<file path="src/ipc_pkg.sv">
// ipc_pkg.sv: constants and types for the interrupt priority control block
`default_nettype none
package ipc_pkg;
	localparam int NUM_SRC = 15;
	localparam int NUM_EXT = 5;
	// register byte offsets, one 32-bit word each
	localparam logic [7:0] OFS_STATUS = 8'h00;
	localparam logic [7:0] OFS_CORE = 8'h04;
	localparam logic [7:0] OFS_CTL1 = 8'h08;
	localparam logic [7:0] OFS_CTL2 = 8'h0c;
	localparam logic [7:0] OFS_FLAGS0 = 8'h10;
	localparam logic [7:0] OFS_ENABLE0 = 8'h14;
	localparam logic [7:0] OFS_PRIO_LO = 8'h18;
	localparam logic [7:0] OFS_PRIO_HI = 8'h1c;
	// field positions
	localparam int ST_LVL_LSB = 5;
	localparam int CC_TOP_BIT = 3;
	localparam int C1_NEST_BIT = 15;
	localparam int C1_DIV0_BIT = 6;
	localparam int C1_DMA_BIT = 5;
	localparam int C1_MATH_BIT = 4;
	localparam int C1_ADDR_BIT = 3;
	localparam int C1_STK_BIT = 2;
	localparam int C1_OSC_BIT = 1;
	localparam int C2_ALT_BIT = 15;
	localparam int C2_TDIS_BIT = 14;
	localparam int C2_POL_LSB = 0;
	localparam int PRIO_FLD_W = 4;
	localparam int PRIO_PER_REG = 8;
	// source positions in the first flag register
	localparam int SRC_EXT0 = 0;
	localparam int SRC_CAP1 = 1;
	localparam int SRC_CMP1 = 2;
	localparam int SRC_TMR1 = 3;
	localparam int SRC_DMA0 = 4;
	localparam int SRC_CAP2 = 5;
	localparam int SRC_CMP2 = 6;
	localparam int SRC_TMR2 = 7;
	localparam int SRC_TMR3 = 8;
	localparam int SRC_SPIF = 9;
	localparam int SRC_SPIE = 10;
	localparam int SRC_URX1 = 11;
	localparam int SRC_UTX1 = 12;
	localparam int SRC_CNV1 = 13;
	localparam int SRC_DMA1 = 14;
	// implemented bits and reset value
	localparam logic [15:0] C1_MASK = 16'h807e;
	localparam logic [15:0] C2_RW_MASK = 16'h801f;
	localparam logic [15:0] FLAGS0_MASK = 16'h7fff;
	localparam logic [15:0] RST_REG = 16'h0000;
	typedef enum logic [1:0] {BUS_IDLE = 2'b01, BUS_DONE = 2'b10} ipc_bus_e;
endpackage
`default_nettype wire

</file>
<file path="src/ipc_top.sv">
// ipc_top.sv: interrupt priority control, trap status and first flag register
//
// Operation
// RULE_01: status bits 7..5 hold the low three cpu level bits, 7 disables user.
// RULE_02: cpu level is top bit over low bits; top bit one blocks user interrupts.
// RULE_03: core control bit 3 reads one when cpu level exceeds seven.
// RULE_04: software may read and clear the top level bit, never set it.
// RULE_05: low level bits ignore software writes while nesting is off.
// RULE_06: control-one bit 15 one turns interrupt nesting off.
// RULE_07: control-one bit 6 records whether the math trap was a divide by zero.
// RULE_08: control-one bit 5 sets on a dma controller error trap.
// RULE_09: control-one bit 4 sets on any math error trap.
// RULE_10: control-one bit 3 sets on address trap, bit 2 on stack trap.
// RULE_11: control-one bit 1 sets on an oscillator failure trap.
// RULE_12: control-two bit 15 selects the alternate vector table.
// RULE_13: control-two bit 14 reads one while timed disable is active.
// RULE_14: control-two bits 4..0 pick falling (1) or rising (0) edge per input.
// RULE_15: flag bits 0..7: ext0, cap1, cmp1, tmr1, dma0, cap2, cmp2, tmr2.
// RULE_16: flag bits 8..14: tmr3, spi fault, spi event, uart rx/tx, conv1, dma1.
// RULE_17: a flag reads one once its request occurred and stays writable.
// RULE_18: unimplemented bits read zero and ignore writes.
// RULE_19: every implemented bit clears to zero at reset.
// RULE_20: sources set flags; only software clears them.
// RULE_21: each user source gets one of eight priority levels.
// RULE_22: forward a pending enabled request only above the cpu level.
// RULE_23: external edge is found from registered pin versus previous sample.
//
// Added by the designer: the Avalon-MM slave port and the register addresses.
`default_nettype none
module ipc_top (
	input wire logic clk_sys,
	input wire logic srst,
	input wire logic [7:0] avs_address,
	input wire logic avs_read,
	input wire logic avs_write,
	input wire logic [31:0] avs_writedata,
	input wire logic [3:0] avs_byteenable,
	output logic [31:0] avs_readdata,
	output logic avs_waitrequest,
	input wire logic osc_trap,
	input wire logic addr_trap,
	input wire logic stack_trap,
	input wire logic arith_trap,
	input wire logic divide_zero_trap,
	input wire logic dma_trap,
	input wire logic trap_taken,
	input wire logic core_level_load,
	input wire logic [3:0] core_level_val,
	input wire logic timed_disable_in,
	input wire logic [ipc_pkg::NUM_EXT-1:0] ext_pin,
	input wire logic capture1_req,
	input wire logic compare1_req,
	input wire logic timer1_req,
	input wire logic dma_ch0_done_req,
	input wire logic capture2_req,
	input wire logic compare2_req,
	input wire logic timer2_req,
	input wire logic timer3_req,
	input wire logic spi1_fault_req,
	input wire logic spi1_event_req,
	input wire logic uart1_rx_req,
	input wire logic uart1_tx_req,
	input wire logic conv1_done_req,
	input wire logic dma_ch1_done_req,
	output logic [3:0] cpu_level,
	output logic nesting_off,
	output logic alt_table_select,
	output logic [ipc_pkg::NUM_EXT-1:0] ext_edge,
	output logic irq_req,
	output logic [2:0] irq_level,
	output logic [3:0] irq_source
);
	import ipc_pkg::*;

	function automatic logic [15:0] merge16(input logic [15:0] old, input logic [15:0] wd,
		input logic [15:0] m);
		merge16 = (old & ~m) | (wd & m);
	endfunction

	////////////////////////////////////////////////////////////////////////////
	// avalon slave: one wait cycle, write lands on the waitrequest-low edge
	ipc_bus_e bus_q;
	ipc_bus_e bus_d;
	logic wait_q;
	logic [31:0] rdata_q;
	logic [31:0] rd_mux;
	wire logic bus_req = avs_read | avs_write;
	wire logic bus_start = (bus_q == BUS_IDLE) & bus_req;
	wire logic wr_en = (bus_q == BUS_DONE) & avs_write;
	wire logic [15:0] wmask = {{8{avs_byteenable[1]}}, {8{avs_byteenable[0]}}};
	wire logic [15:0] wd16 = avs_writedata[15:0];
	wire logic hit_status = wr_en & (avs_address == OFS_STATUS);
	wire logic hit_core = wr_en & (avs_address == OFS_CORE);
	wire logic hit_ctl1 = wr_en & (avs_address == OFS_CTL1);
	wire logic hit_ctl2 = wr_en & (avs_address == OFS_CTL2);
	wire logic hit_flags = wr_en & (avs_address == OFS_FLAGS0);
	wire logic hit_enable = wr_en & (avs_address == OFS_ENABLE0);
	wire logic hit_plo = wr_en & (avs_address == OFS_PRIO_LO);
	wire logic hit_phi = wr_en & (avs_address == OFS_PRIO_HI);

	always_comb begin
		case (bus_q)
			BUS_IDLE: bus_d = bus_req ? BUS_DONE : BUS_IDLE;
			BUS_DONE: bus_d = BUS_IDLE;
			default: bus_d = BUS_IDLE;
		endcase
	end

	always_ff @(posedge clk_sys) begin
		if (srst) begin
			bus_q <= BUS_IDLE;
			wait_q <= 1'b1;
			rdata_q <= 32'h0000_0000;
		end else begin
			bus_q <= bus_d;
			wait_q <= ~bus_start;
			if (bus_start) begin
				rdata_q <= rd_mux;
			end
		end
	end

	////////////////////////////////////////////////////////////////////////////
	// cpu level: low bits in status, top bit in core control
	logic [15:0] c1_q;
	// declared ahead: the software level gate needs it
	wire logic nest_off_w = c1_q[C1_NEST_BIT]; // RULE_06
	logic [2:0] lvl_q;
	logic top_q;
	wire logic [3:0] cur_level = {top_q, lvl_q}; // RULE_02
	wire logic sw_lvl_we = hit_status & avs_byteenable[0] & ~nest_off_w; // RULE_05
	wire logic [2:0] lvl_d = core_level_load ? core_level_val[2:0] :
		sw_lvl_we ? wd16[ST_LVL_LSB +: 3] : lvl_q; // RULE_01
	// software can only clear; trap entry and the core itself may raise it
	wire logic top_clr = hit_core & avs_byteenable[0] & ~wd16[CC_TOP_BIT]; // RULE_04
	wire logic top_d = trap_taken | (core_level_load ? core_level_val[3] :
		(top_q & ~top_clr)); // RULE_04

	always_ff @(posedge clk_sys) begin
		if (srst) begin
			lvl_q <= RST_REG[2:0]; // RULE_19
			top_q <= RST_REG[0];
		end else begin
			lvl_q <= lvl_d;
			top_q <= top_d;
		end
	end

	////////////////////////////////////////////////////////////////////////////
	// control one: nesting off and sticky trap status
	logic [15:0] trap_set;
	always_comb begin
		trap_set = 16'h0000;
		trap_set[C1_DMA_BIT] = dma_trap; // RULE_08
		trap_set[C1_MATH_BIT] = arith_trap; // RULE_09
		trap_set[C1_ADDR_BIT] = addr_trap; // RULE_10
		trap_set[C1_STK_BIT] = stack_trap; // RULE_10
		trap_set[C1_OSC_BIT] = osc_trap; // RULE_11
	end
	wire logic [15:0] c1_sw = hit_ctl1 ? merge16(c1_q, wd16, wmask & C1_MASK) : c1_q;
	logic [15:0] c1_d;
	always_comb begin
		c1_d = c1_sw | trap_set;
		// a math trap writes the cause, set or cleared, over any software write
		if (arith_trap) begin
			c1_d[C1_DIV0_BIT] = divide_zero_trap; // RULE_07
		end
	end

	////////////////////////////////////////////////////////////////////////////
	// control two: table select, polarity, timed disable status
	logic [15:0] c2_q;
	logic tdis_q;
	wire logic [15:0] c2_d = hit_ctl2 ? merge16(c2_q, wd16, wmask & C2_RW_MASK) : c2_q;
	wire logic [NUM_EXT-1:0] pol_w = c2_q[C2_POL_LSB +: NUM_EXT];

	always_ff @(posedge clk_sys) begin
		if (srst) begin
			c1_q <= RST_REG; // RULE_19
			c2_q <= RST_REG;
			tdis_q <= RST_REG[0];
		end else begin
			c1_q <= c1_d;
			c2_q <= c2_d;
			tdis_q <= timed_disable_in; // RULE_13
		end
	end

	////////////////////////////////////////////////////////////////////////////
	// external pins; a pin high through reset shows a rising edge after it
	logic [NUM_EXT-1:0] ext_smp_q;
	logic [NUM_EXT-1:0] ext_prev_q;
	logic [NUM_EXT-1:0] ext_edge_q;
	wire logic [NUM_EXT-1:0] edge_w = (pol_w & ext_prev_q & ~ext_smp_q) |
		(~pol_w & ~ext_prev_q & ext_smp_q); // RULE_14 RULE_23

	always_ff @(posedge clk_sys) begin
		if (srst) begin
			ext_smp_q <= '0;
			ext_prev_q <= '0;
			ext_edge_q <= '0;
		end else begin
			ext_smp_q <= ext_pin; // RULE_23
			ext_prev_q <= ext_smp_q;
			ext_edge_q <= edge_w;
		end
	end

	////////////////////////////////////////////////////////////////////////////
	// first flag register, enables and priorities
	logic [15:0] fl_q;
	logic [15:0] en_q;
	logic [15:0] flag_set;
	always_comb begin
		flag_set = 16'h0000;
		flag_set[SRC_EXT0] = edge_w[0]; // RULE_15
		flag_set[SRC_CAP1] = capture1_req;
		flag_set[SRC_CMP1] = compare1_req;
		flag_set[SRC_TMR1] = timer1_req;
		flag_set[SRC_DMA0] = dma_ch0_done_req;
		flag_set[SRC_CAP2] = capture2_req;
		flag_set[SRC_CMP2] = compare2_req;
		flag_set[SRC_TMR2] = timer2_req;
		flag_set[SRC_TMR3] = timer3_req; // RULE_16
		flag_set[SRC_SPIF] = spi1_fault_req;
		flag_set[SRC_SPIE] = spi1_event_req;
		flag_set[SRC_URX1] = uart1_rx_req;
		flag_set[SRC_UTX1] = uart1_tx_req;
		flag_set[SRC_CNV1] = conv1_done_req;
		flag_set[SRC_DMA1] = dma_ch1_done_req;
	end
	// set wins over a clearing write in the same cycle
	wire logic [15:0] fl_d = (hit_flags ? merge16(fl_q, wd16, wmask & FLAGS0_MASK) : fl_q)
		| flag_set; // RULE_17 RULE_20
	wire logic [15:0] en_d = hit_enable ? merge16(en_q, wd16, wmask & FLAGS0_MASK) : en_q;

	always_ff @(posedge clk_sys) begin
		if (srst) begin
			fl_q <= RST_REG; // RULE_19
			en_q <= RST_REG;
		end else begin
			fl_q <= fl_d;
			en_q <= en_d;
		end
	end

	logic [2:0] prio_q [NUM_SRC];
	logic [63:0] prio_rd;
	genvar k;
	generate
		for (k = 0; k < NUM_SRC; k++) begin : g_prio
			localparam int SLOT = k % PRIO_PER_REG;
			wire logic hit_p = (k < PRIO_PER_REG) ? hit_plo : hit_phi;
			wire logic we_p = hit_p & avs_byteenable[SLOT / 2];
			always_ff @(posedge clk_sys) begin
				if (srst) begin
					prio_q[k] <= RST_REG[2:0];
				end else if (we_p) begin
					prio_q[k] <= avs_writedata[SLOT*PRIO_FLD_W +: 3]; // RULE_21
				end
			end
			assign prio_rd[k*PRIO_FLD_W +: PRIO_FLD_W] = {1'b0, prio_q[k]};
		end
	endgenerate
	assign prio_rd[63:NUM_SRC*PRIO_FLD_W] = '0;

	////////////////////////////////////////////////////////////////////////////
	// arbitration: highest priority above cpu level, lowest index on a tie
	logic best_v;
	logic [2:0] best_p;
	logic [3:0] best_i;
	always_comb begin
		best_v = 1'b0;
		best_p = 3'h0;
		best_i = 4'h0;
		for (int i = 0; i < NUM_SRC; i++) begin
			if (fl_q[i] & en_q[i] & ({1'b0, prio_q[i]} > cur_level) & ~top_q &
				(~best_v | (prio_q[i] > best_p))) begin // RULE_22 RULE_02
				best_v = 1'b1;
				best_p = prio_q[i];
				best_i = 4'(i);
			end
		end
	end

	logic irq_q;
	logic [2:0] irq_lvl_q;
	logic [3:0] irq_src_q;
	always_ff @(posedge clk_sys) begin
		if (srst) begin
			irq_q <= 1'b0;
			irq_lvl_q <= 3'h0;
			irq_src_q <= 4'h0;
		end else begin
			irq_q <= best_v;
			irq_lvl_q <= best_p;
			irq_src_q <= best_i;
		end
	end

	////////////////////////////////////////////////////////////////////////////
	// read mux; everything not implemented reads as zero
	wire logic [15:0] rd_status = {8'h00, lvl_q, 5'h00}; // RULE_01
	wire logic [15:0] rd_core = {12'h000, (cur_level > 4'h7), 3'h0}; // RULE_03
	wire logic [15:0] rd_ctl2 = c2_q | {1'b0, tdis_q, 14'h0000}; // RULE_13
	assign rd_mux =
		(avs_address == OFS_STATUS) ? {16'h0000, rd_status} :
		(avs_address == OFS_CORE) ? {16'h0000, rd_core} :
		(avs_address == OFS_CTL1) ? {16'h0000, c1_q} :
		(avs_address == OFS_CTL2) ? {16'h0000, rd_ctl2} :
		(avs_address == OFS_FLAGS0) ? {16'h0000, fl_q} :
		(avs_address == OFS_ENABLE0) ? {16'h0000, en_q} :
		(avs_address == OFS_PRIO_LO) ? prio_rd[31:0] :
		(avs_address == OFS_PRIO_HI) ? prio_rd[63:32] : 32'h0000_0000; // RULE_18

	assign avs_readdata = rdata_q;
	assign avs_waitrequest = wait_q;
	assign cpu_level = cur_level;
	assign nesting_off = c1_q[C1_NEST_BIT]; // RULE_06
	assign alt_table_select = c2_q[C2_ALT_BIT]; // RULE_12
	assign ext_edge = ext_edge_q;
	assign irq_req = irq_q;
	assign irq_level = irq_lvl_q;
	assign irq_source = irq_src_q;

	////////////////////////////////////////////////////////////////////////////
	// checks
	top_no_set_a: assert property (@(posedge clk_sys) disable iff (srst) // RULE_04
		(hit_core & wd16[CC_TOP_BIT] & ~top_q & ~trap_taken & ~core_level_load)
		|=> ~top_q) else $error("top level bit set by software");
	level_ro_a: assert property (@(posedge clk_sys) disable iff (srst) // RULE_05
		(hit_status & nest_off_w & ~core_level_load) |=> $stable(lvl_q))
		else $error("level changed while nesting off");
	level_wr_a: assert property (@(posedge clk_sys) disable iff (srst) // RULE_01
		(hit_status & avs_byteenable[0] & ~nest_off_w & ~core_level_load)
		|=> (lvl_q == $past(wd16[7:5]))) else $error("level write lost");
	top_blocks_a: assert property (@(posedge clk_sys) disable iff (srst) // RULE_02
		top_q |=> ~irq_q) else $error("request forwarded above level seven");
	flag_sticky_a: assert property (@(posedge clk_sys) disable iff (srst) // RULE_20
		~hit_flags |=> (($past(fl_q) & ~fl_q) == 16'h0000))
		else $error("flag cleared by hardware");
	flag_set_a: assert property (@(posedge clk_sys) disable iff (srst) // RULE_17
		capture1_req |=> fl_q[SRC_CAP1]) else $error("request did not set flag");
	div0_cause_a: assert property (@(posedge clk_sys) disable iff (srst) // RULE_07
		arith_trap |=> (c1_q[C1_DIV0_BIT] == $past(divide_zero_trap)) & c1_q[C1_MATH_BIT])
		else $error("math trap cause wrong");
	ext_pol_a: assert property (@(posedge clk_sys) disable iff (srst) // RULE_14
		(ext_smp_q[0] & ~ext_prev_q[0] & ~pol_w[0]) |=> ext_edge_q[0] & fl_q[SRC_EXT0])
		else $error("rising edge missed");
	irq_above_a: assert property (@(posedge clk_sys) disable iff (srst) // RULE_22
		irq_q |-> ({1'b0, irq_lvl_q} > $past(cur_level)))
		else $error("request not above cpu level");
	core_rd_a: assert property (@(posedge clk_sys) disable iff (srst) // RULE_18
		(bus_start & (avs_address == OFS_CORE)) |=> (rdata_q[31:4] == 28'h0) &
		(rdata_q[2:0] == 3'h0) & (rdata_q[3] == $past(top_q)))
		else $error("core control read wrong");
	bus_ans_a: assert property (@(posedge clk_sys) disable iff (srst)
		bus_start |=> ~wait_q ##1 wait_q) else $error("bus answer timing wrong");
	set_vs_clr_c: cover property (@(posedge clk_sys) disable iff (srst)
		hit_flags & capture1_req & ~wd16[SRC_CAP1]);
	trap_c: cover property (@(posedge clk_sys) disable iff (srst) trap_taken ##1 top_q);
	irq_c: cover property (@(posedge clk_sys) disable iff (srst) ~irq_q ##1 irq_q);
	trap_sticky_a: assert property (@(posedge clk_sys) disable iff (srst) // RULE_10
		~hit_ctl1 |=> (($past(c1_q) & ~c1_q & 16'h003e) == 16'h0000))
		else $error("trap status cleared by hardware");
	edge_fall_a: assert property (@(posedge clk_sys) disable iff (srst) // RULE_14
		(ext_prev_q[0] & ~ext_smp_q[0] & pol_w[0]) |=> ext_edge_q[0] & fl_q[SRC_EXT0])
		else $error("falling edge missed");
	timed_rd_a: assert property (@(posedge clk_sys) disable iff (srst) // RULE_13
		(bus_start & (avs_address == OFS_CTL2)) |=> (rdata_q[C2_TDIS_BIT] == $past(tdis_q)))
		else $error("timed disable status read wrong");
	div0_c: cover property (@(posedge clk_sys) disable iff (srst)
		arith_trap & divide_zero_trap);
	ext_fall_c: cover property (@(posedge clk_sys) disable iff (srst)
		ext_edge_q[0] & pol_w[0]);
endmodule // ipc_top
`default_nettype wire

</file>
<file path="config.mk">
export PLATFORM = sky130hd
export DESIGN_NAME = ipc_top
export DESIGN_NICKNAME = d
export VERILOG_FILES = /design/src/ipc_pkg.sv /design/src/ipc_top.sv
export SDC_FILE = /design/constraint.sdc
export NUM_CORES = 1
export LEC_CHECK = 0
export BUFFER_PORTS_ARGS = -buffer_cell sky130_fd_sc_hd__buf_4
export CAP_MARGIN = 40
export CORE_MARGIN = 3
export CORE_UTILIZATION = 45
export DETAILED_ROUTE_END_ITERATION = 10
export GPL_TIMING_DRIVEN = 0
export PLACE_DENSITY = 0.74
export SYNTH_ARGS = -nofsm -noshare
export SYNTH_HDL_FRONTEND = slang
export SYNTH_SLANG_ARGS = --single-unit
</file>
<file path="constraint.sdc">
create_clock -name clk_sys -period 20.6 [get_ports clk_sys]
set_clock_uncertainty 0.05 [all_clocks]
set_input_delay 2.06 -clock clk_sys [delete_from_list [all_inputs] [get_ports clk_sys]]
set_output_delay 2.06 -clock clk_sys [all_outputs]
set_load 0.005 [all_outputs]
</file>
# Word-level counts from Yosys, hierarchy flattened

Memory sizes are Yosys's and may differ from the RTL's.
Cells that the tools add are included.

Flip-flop bits (word level): 127
Latch bits: 0
Bits in writable memories: 45
Bits in read-only memories: 0
Output and inout bits: 52
Word-level logic and storage cells: 319
Memories kept: 1

Add/sub/neg operators: 0
Multiply operators: 0
Divide/modulo/power cells: 0
Order comparisons: 30
Equal/unequal tests: 9
Shift-type cells: 0
Mux-type cells: 100
Bitwise logic cells: 158
Reductions and logical operators: 4

Memory list:

| name   | words | bits a word | read ports | clocked after memory_dff | write ports | RTL line       | source |
|---|---|---|---|---|---|---|---|
| prio_q | 15    | 3           | 15         | 0                        | 15          | ipc_top.sv:247 | `logic [2:0] prio_q [NUM_SRC];` |

Operators with widths:

| cell                                                                   | number |
|---|---|
| 31-bit two-way mux                                                     | 7 |
| 16-bit AND                                                             | 6 |
| 3-bit two-way mux                                                      | 32 |
| 1-bit AND                                                              | 82 |
| 16-bit bitwise OR                                                      | 4 |
| 3-bit by 4-bit > comparator with 1-bit output                          | 15 |
| 4-bit two-way mux                                                      | 13 |
| 1-bit two-way mux                                                      | 44 |
| 3-bit > comparator                                                     | 14 |
| 8-bit by 5-bit equality test with 1-bit output (second input constant) | 4 |
| 16-bit two-way mux                                                     | 2 |
| 16-bit NOT                                                             | 2 |
| 16-bit by 15-bit bitwise OR with 16-bit output                         | 2 |
| 1-bit bitwise OR                                                       | 31 |
| 27-bit two-way mux                                                     | 1 |
| 5-bit AND                                                              | 4 |
| 1-bit NOT                                                              | 20 |
| 16-bit by 15-bit AND with 16-bit output                                | 1 |
| 8-bit by 4-bit equality test with 1-bit output (second input constant) | 2 |
| 15-bit NOT with 16-bit output                                          | 1 |
| 16-bit by 6-bit bitwise OR with 16-bit output                          | 1 |
| 5-bit NOT                                                              | 3 |
| 8-bit by 3-bit equality test with 1-bit output (second input constant) | 1 |
| 8-bit logical NOT                                                      | 1 |
| other kinds (7)                                                        | 8 |

# Longest topological paths before layout

An unclocked memory read counts as a cell.

Depth in word-level cells: 61
Depth in mapped cells: 121

# Worst setup path before layout

Ideal clock, no wire load.

Kind: reg2reg
Start point: register lvl_q[2]
End point: register irq_lvl_q[0], in the netlist irq_level[0]
Setup time: 124 ps
Arrival: 19,104 ps
Setup slack: 1,323 ps
Cell stages (with the launch flop): 108
Period minus slack after synthesis: 19,277 ps
Cells stage by stage: dfxtp_1 inv_1 ha_1 a31oi_4 and2_1 nand2_1 ha_1 o21ai_0 o211ai_1 and3_1 or2_2 ha_1 nor2b_1 o21ai_0 a32oi_1 o21a_1 a211oi_1 or2_2 [72 not listed] o21ai_1 o21ai_0 ha_1 a21o_1 a21oi_1 a31oi_1 o21ai_1 inv_1 nor2_1 a22oi_1 ha_1 a21o_1 a21oi_1 a31oi_1 o21ai_1 nand3_1 a211oi_1 nor3_1

Word-level cells in the longest chain between the ends: 60

RTL lines:

| element                                                       | RTL line       | source |
|---|---|---|
| start: declaration                                            | ipc_top.sv:128 | `logic [2:0] lvl_q;` |
| start signal: assignment                                      | ipc_top.sv:141 | `lvl_q <= RST_REG[2:0];` |
| start signal: assignment                                      | ipc_top.sv:144 | `lvl_q <= lvl_d;` |
| 3-bit by 4-bit > comparator with 1-bit output                 | ipc_top.sv:277 | `if (fl_q[i] & en_q[i] & ({1'b0, prio_q[i]} > cur_level) & ~top_q &` |
| 1-bit AND (2 in a row)                                        | ipc_top.sv:277 |  |
| 3-bit two-way mux / 1-bit two-way mux (equally long branches) | ipc_top.sv:277 |  |
| 3-bit > comparator / 1-bit NOT (equally long branches)        | ipc_top.sv:278 | `(~best_v \| (prio_q[i] > best_p))) begin` |
| 1-bit bitwise OR                                              | ipc_top.sv:278 |  |
| 1-bit AND                                                     | ipc_top.sv:277 |  |
| 3-bit two-way mux / 1-bit two-way mux (equally long branches) | ipc_top.sv:277 |  |
| 3-bit > comparator / 1-bit NOT (equally long branches)        | ipc_top.sv:278 |  |
| [43 not listed]                                               | --             |  |
| 3-bit > comparator / 1-bit NOT (equally long branches)        | ipc_top.sv:278 |  |
| 1-bit bitwise OR                                              | ipc_top.sv:278 |  |
| 1-bit AND                                                     | ipc_top.sv:277 |  |
| 3-bit two-way mux / 1-bit two-way mux (equally long branches) | ipc_top.sv:277 |  |
| 3-bit > comparator / 1-bit NOT (equally long branches)        | ipc_top.sv:278 |  |
| 1-bit bitwise OR                                              | ipc_top.sv:278 |  |
| 1-bit AND                                                     | ipc_top.sv:277 |  |
| 3-bit two-way mux (*)                                         | ipc_top.sv:277 |  |
| end signal: assignment                                        | ipc_top.sv:296 | `irq_lvl_q <= best_p;` |
| end: declaration                                              | ipc_top.sv:287 | `logic [2:0] irq_lvl_q;` |

Mark *: on every way between the ends. The rest lies on a longest branch, timed or not.
A chain may end at the register's enable or synchronous reset.

# Final worst setup path

Start point: register lvl_q[1]
End point: register irq_lvl_q[0], in the netlist irq_level[0]

Same word-level chain as after synthesis.

==> impl_metrics.ini <==
[global_route]
grt_pass1_wl_um = 44930
first_global_vias = 8221
antenna_found_initial = 0
grtUsageTotal_pct = 25.98
grt_max_degree = 17
gr-total-overflow = 0

[final_layout]
nets = 1382
final_common_cell = buf_4
final_core_util_pct = 59.52
area_delta_synth_final_pct = 27.84
regArea_um2 = 3402
final_area_um2 = 11810
final_layout_size_suffix_gt1_share_pct = 24.41
most-common-layout-cells = 173 x buf_4, 102 x nor2_1, 99 x dfxtp_1
fillerInstances = 1638
multi_input_area_um2 = 5736

[sta]
min_period_over_period_pct = 97.15
fmax_ghz = 0.04997
hold_viol = 0
relSlewSlack_pct = 30.43
finalSetupViolCount = 0
worstMarginPinSlew_ns = 1.034
fin_ws_ns = 0.5869
slew_viol_final = 0
fin_crit_ns = 20.01
hold_slack_ns = 0.4192

[worst_setup_path]
worstPathRequired_ns = 20.85
r2r_cells = 115
slowest_stage = o311a_1
slowest_delay_ns = 0.39
cpMostUsedCell = ha_1
critical_path_class = reg -> reg
cp_max_fo = 8
cp-end-kind = flip-flop
crit_path_start_kind = flip-flop
worstPathArrival_ns = 20.27
regToRegSetupSlack_ns = 0.59

[logic_synthesis]
syn_inst = 1029
synthArstFlopShare_pct = 0
syn_area_um2 = 9239
synth_flop_cell = dfxtp_1
ys_ff_latch = 147
ys_seq_area_share_pct = 36.73
yosysUniqueCellTypes = 68
ys_warn_count = 0
synth_edf_count = 45
avgSynthCellArea_um2 = 8.978

[drt]
antenna_left = 0
dr.pass1.iters = 6
vias = 9010
drc = 0
drt_iter0_markers = 846
via_per_inst = 6.011
routedWlPerCell_um = 20.42
totalWireLength_um = 30610

[cts]
insertion_delay_ns = 0.43
numClockSinks = 147
root_buffer = clkbuf_16
cts_hold_buf = 0
cts_tree = built
numCtsBuffers = 17
clkTransAtPathRegs_ns = 0.07
clk_path_buf_depth = 2
h-tree-depth = 4

[placed_design]
place_area_um2 = 10500
gp_congestion = 0.9566
pre_cts_ws_ns = -1.818
hpwlAfterDp_um = 22360
portBuffers = 119

[die]
die_area_um2 = 22290
die_y_um = 149.3
core_um2 = 19850
num_rows = 51
initial_utilization_pct = 46.55
die_x_um = 149.3
ios = 132

[power_and_ir_drop]
p_per_area_nw_per_um2 = 59.72
worst_ir_drop_vdd_v = 0.00005751
leakage_nw = 5.229

[run]
max_cap_viol_count = 0

[min_path]
hold_path.class = reg -> reg
whs_path_depth = 2

[status]
outcome = finished, final reports clean
worst max-delay path: cells and delay by family, from the launching register on:
family | cells | cell delay (ns)
AO/OA/AOI/OAI | 65 | 10.02
adder cells (fa/ha/maj) | 15 | 4.18
AND/OR/NAND/NOR | 25 | 4.00
buffers and inverters | 10 | 1.24
flip-flops | 1 | 0.37
area by class of cell:
class,instances,area share [%]
flip-flops and latches,147,28.80
multi-input cells,764,48.56
inverters,73,2.383
diodes,1,0.02119
clock inverters,12,0.7839
repair buffers,169,10.88
plain buffers,48,1.854
well taps,265,2.807
clock buffers,20,3.909
routing by layer:
layer	global-route usage (%)	vias to the layer above	share of wire, %	routed length, um
met1	34.91	4291	42	12710
met3	5.804	68	9.3	2857
li1	-	4165	-	-
met2	42.29	486	47	14300
met5	0	-	0	0
met4	7.277	0	2.4	749
through the flow:
stage          std cells  setup TNS, ns  power (mW)
2_1_floorplan       1032              0      0.3696
3_3_place_gp        1416         -9.168      0.4054
3_5_place_dp        1417         -11.05      0.4082
4_1_cts             1455              0      0.6972
5_1_grt             1498         -2.559      0.7265
6_report            1499              0      0.7053
final timing paths:
check | from | to
setup / recovery | lvl_q[1] | irq_level[0]
hold / removal | avs_readdata[11] | avs_readdata[11]
setup reg to reg | lvl_q[1] | irq_level[0]
hold reg to reg | avs_readdata[11] | avs_readdata[11]
Yosys cell counts (5+ instances only):
master,number,area (um2)
a21o_1,20,150.1
nor4_1,6,37.54
a211o_1,5,43.79
nand3_1,25,125.1
a31oi_1,13,81.33
nor3_1,18,90.09
dfxtp_1,102,2042
a32oi_1,5,43.79
mux4_2,8,180.2
mux2i_1,57,570.6
o21ai_0,28,140.1
mux2_2,5,56.30
and3_1,51,319.1
nand3b_1,18,135.1
buf_1,5,18.77
o22ai_1,5,31.28
inv_1,73,274.0
nor2_1,104,390.4
o31ai_1,6,45.04
a22oi_1,16,120.1
nand2_1,56,210.2
nor2b_1,23,143.9
a21oi_1,100,500.5
clkbuf_1,34,127.6
a211oi_1,18,135.1
o211ai_1,9,67.56
buf_4,5,37.54
o21ai_1,5,25.02
ha_1,82,1026
and2_1,9,56.30
edfxtp_1,45,1351
o21a_1,8,60.06
a311oi_1,7,61.31
logic make-up (layout without fill, tap and decap cells):
group	after synthesis	after routing	share of synthesized area, %
multiplexers	70	70	8.735
other	1	5	0.04059
AO/OA/AOI/OAI	278	278	20.17
flip-flops	147	147	36.73
adder cells (fa/ha/maj)	82	82	11.11
AND/OR/NAND/NOR	330	330	17.92
buffers and inverters	121	322	5.309
power breakdown:
part	switching (mW)	leakage, nW	internal, mW
logic	0.0535	3.65	0.0411
registers	0.0111	1.30	0.307
clock network	0.128	0.277	0.164
total	0.192	5.23	0.513
repair_timing:
action,4_1_cts,5_1_grt
endpoints found under the setup margin,7,7
buffers inserted,6,43
hold endpoints to repair,0,0
gates resized for setup,13,77
pin swaps,3,36
Note: power is estimated with default switching activity, not from simulation.
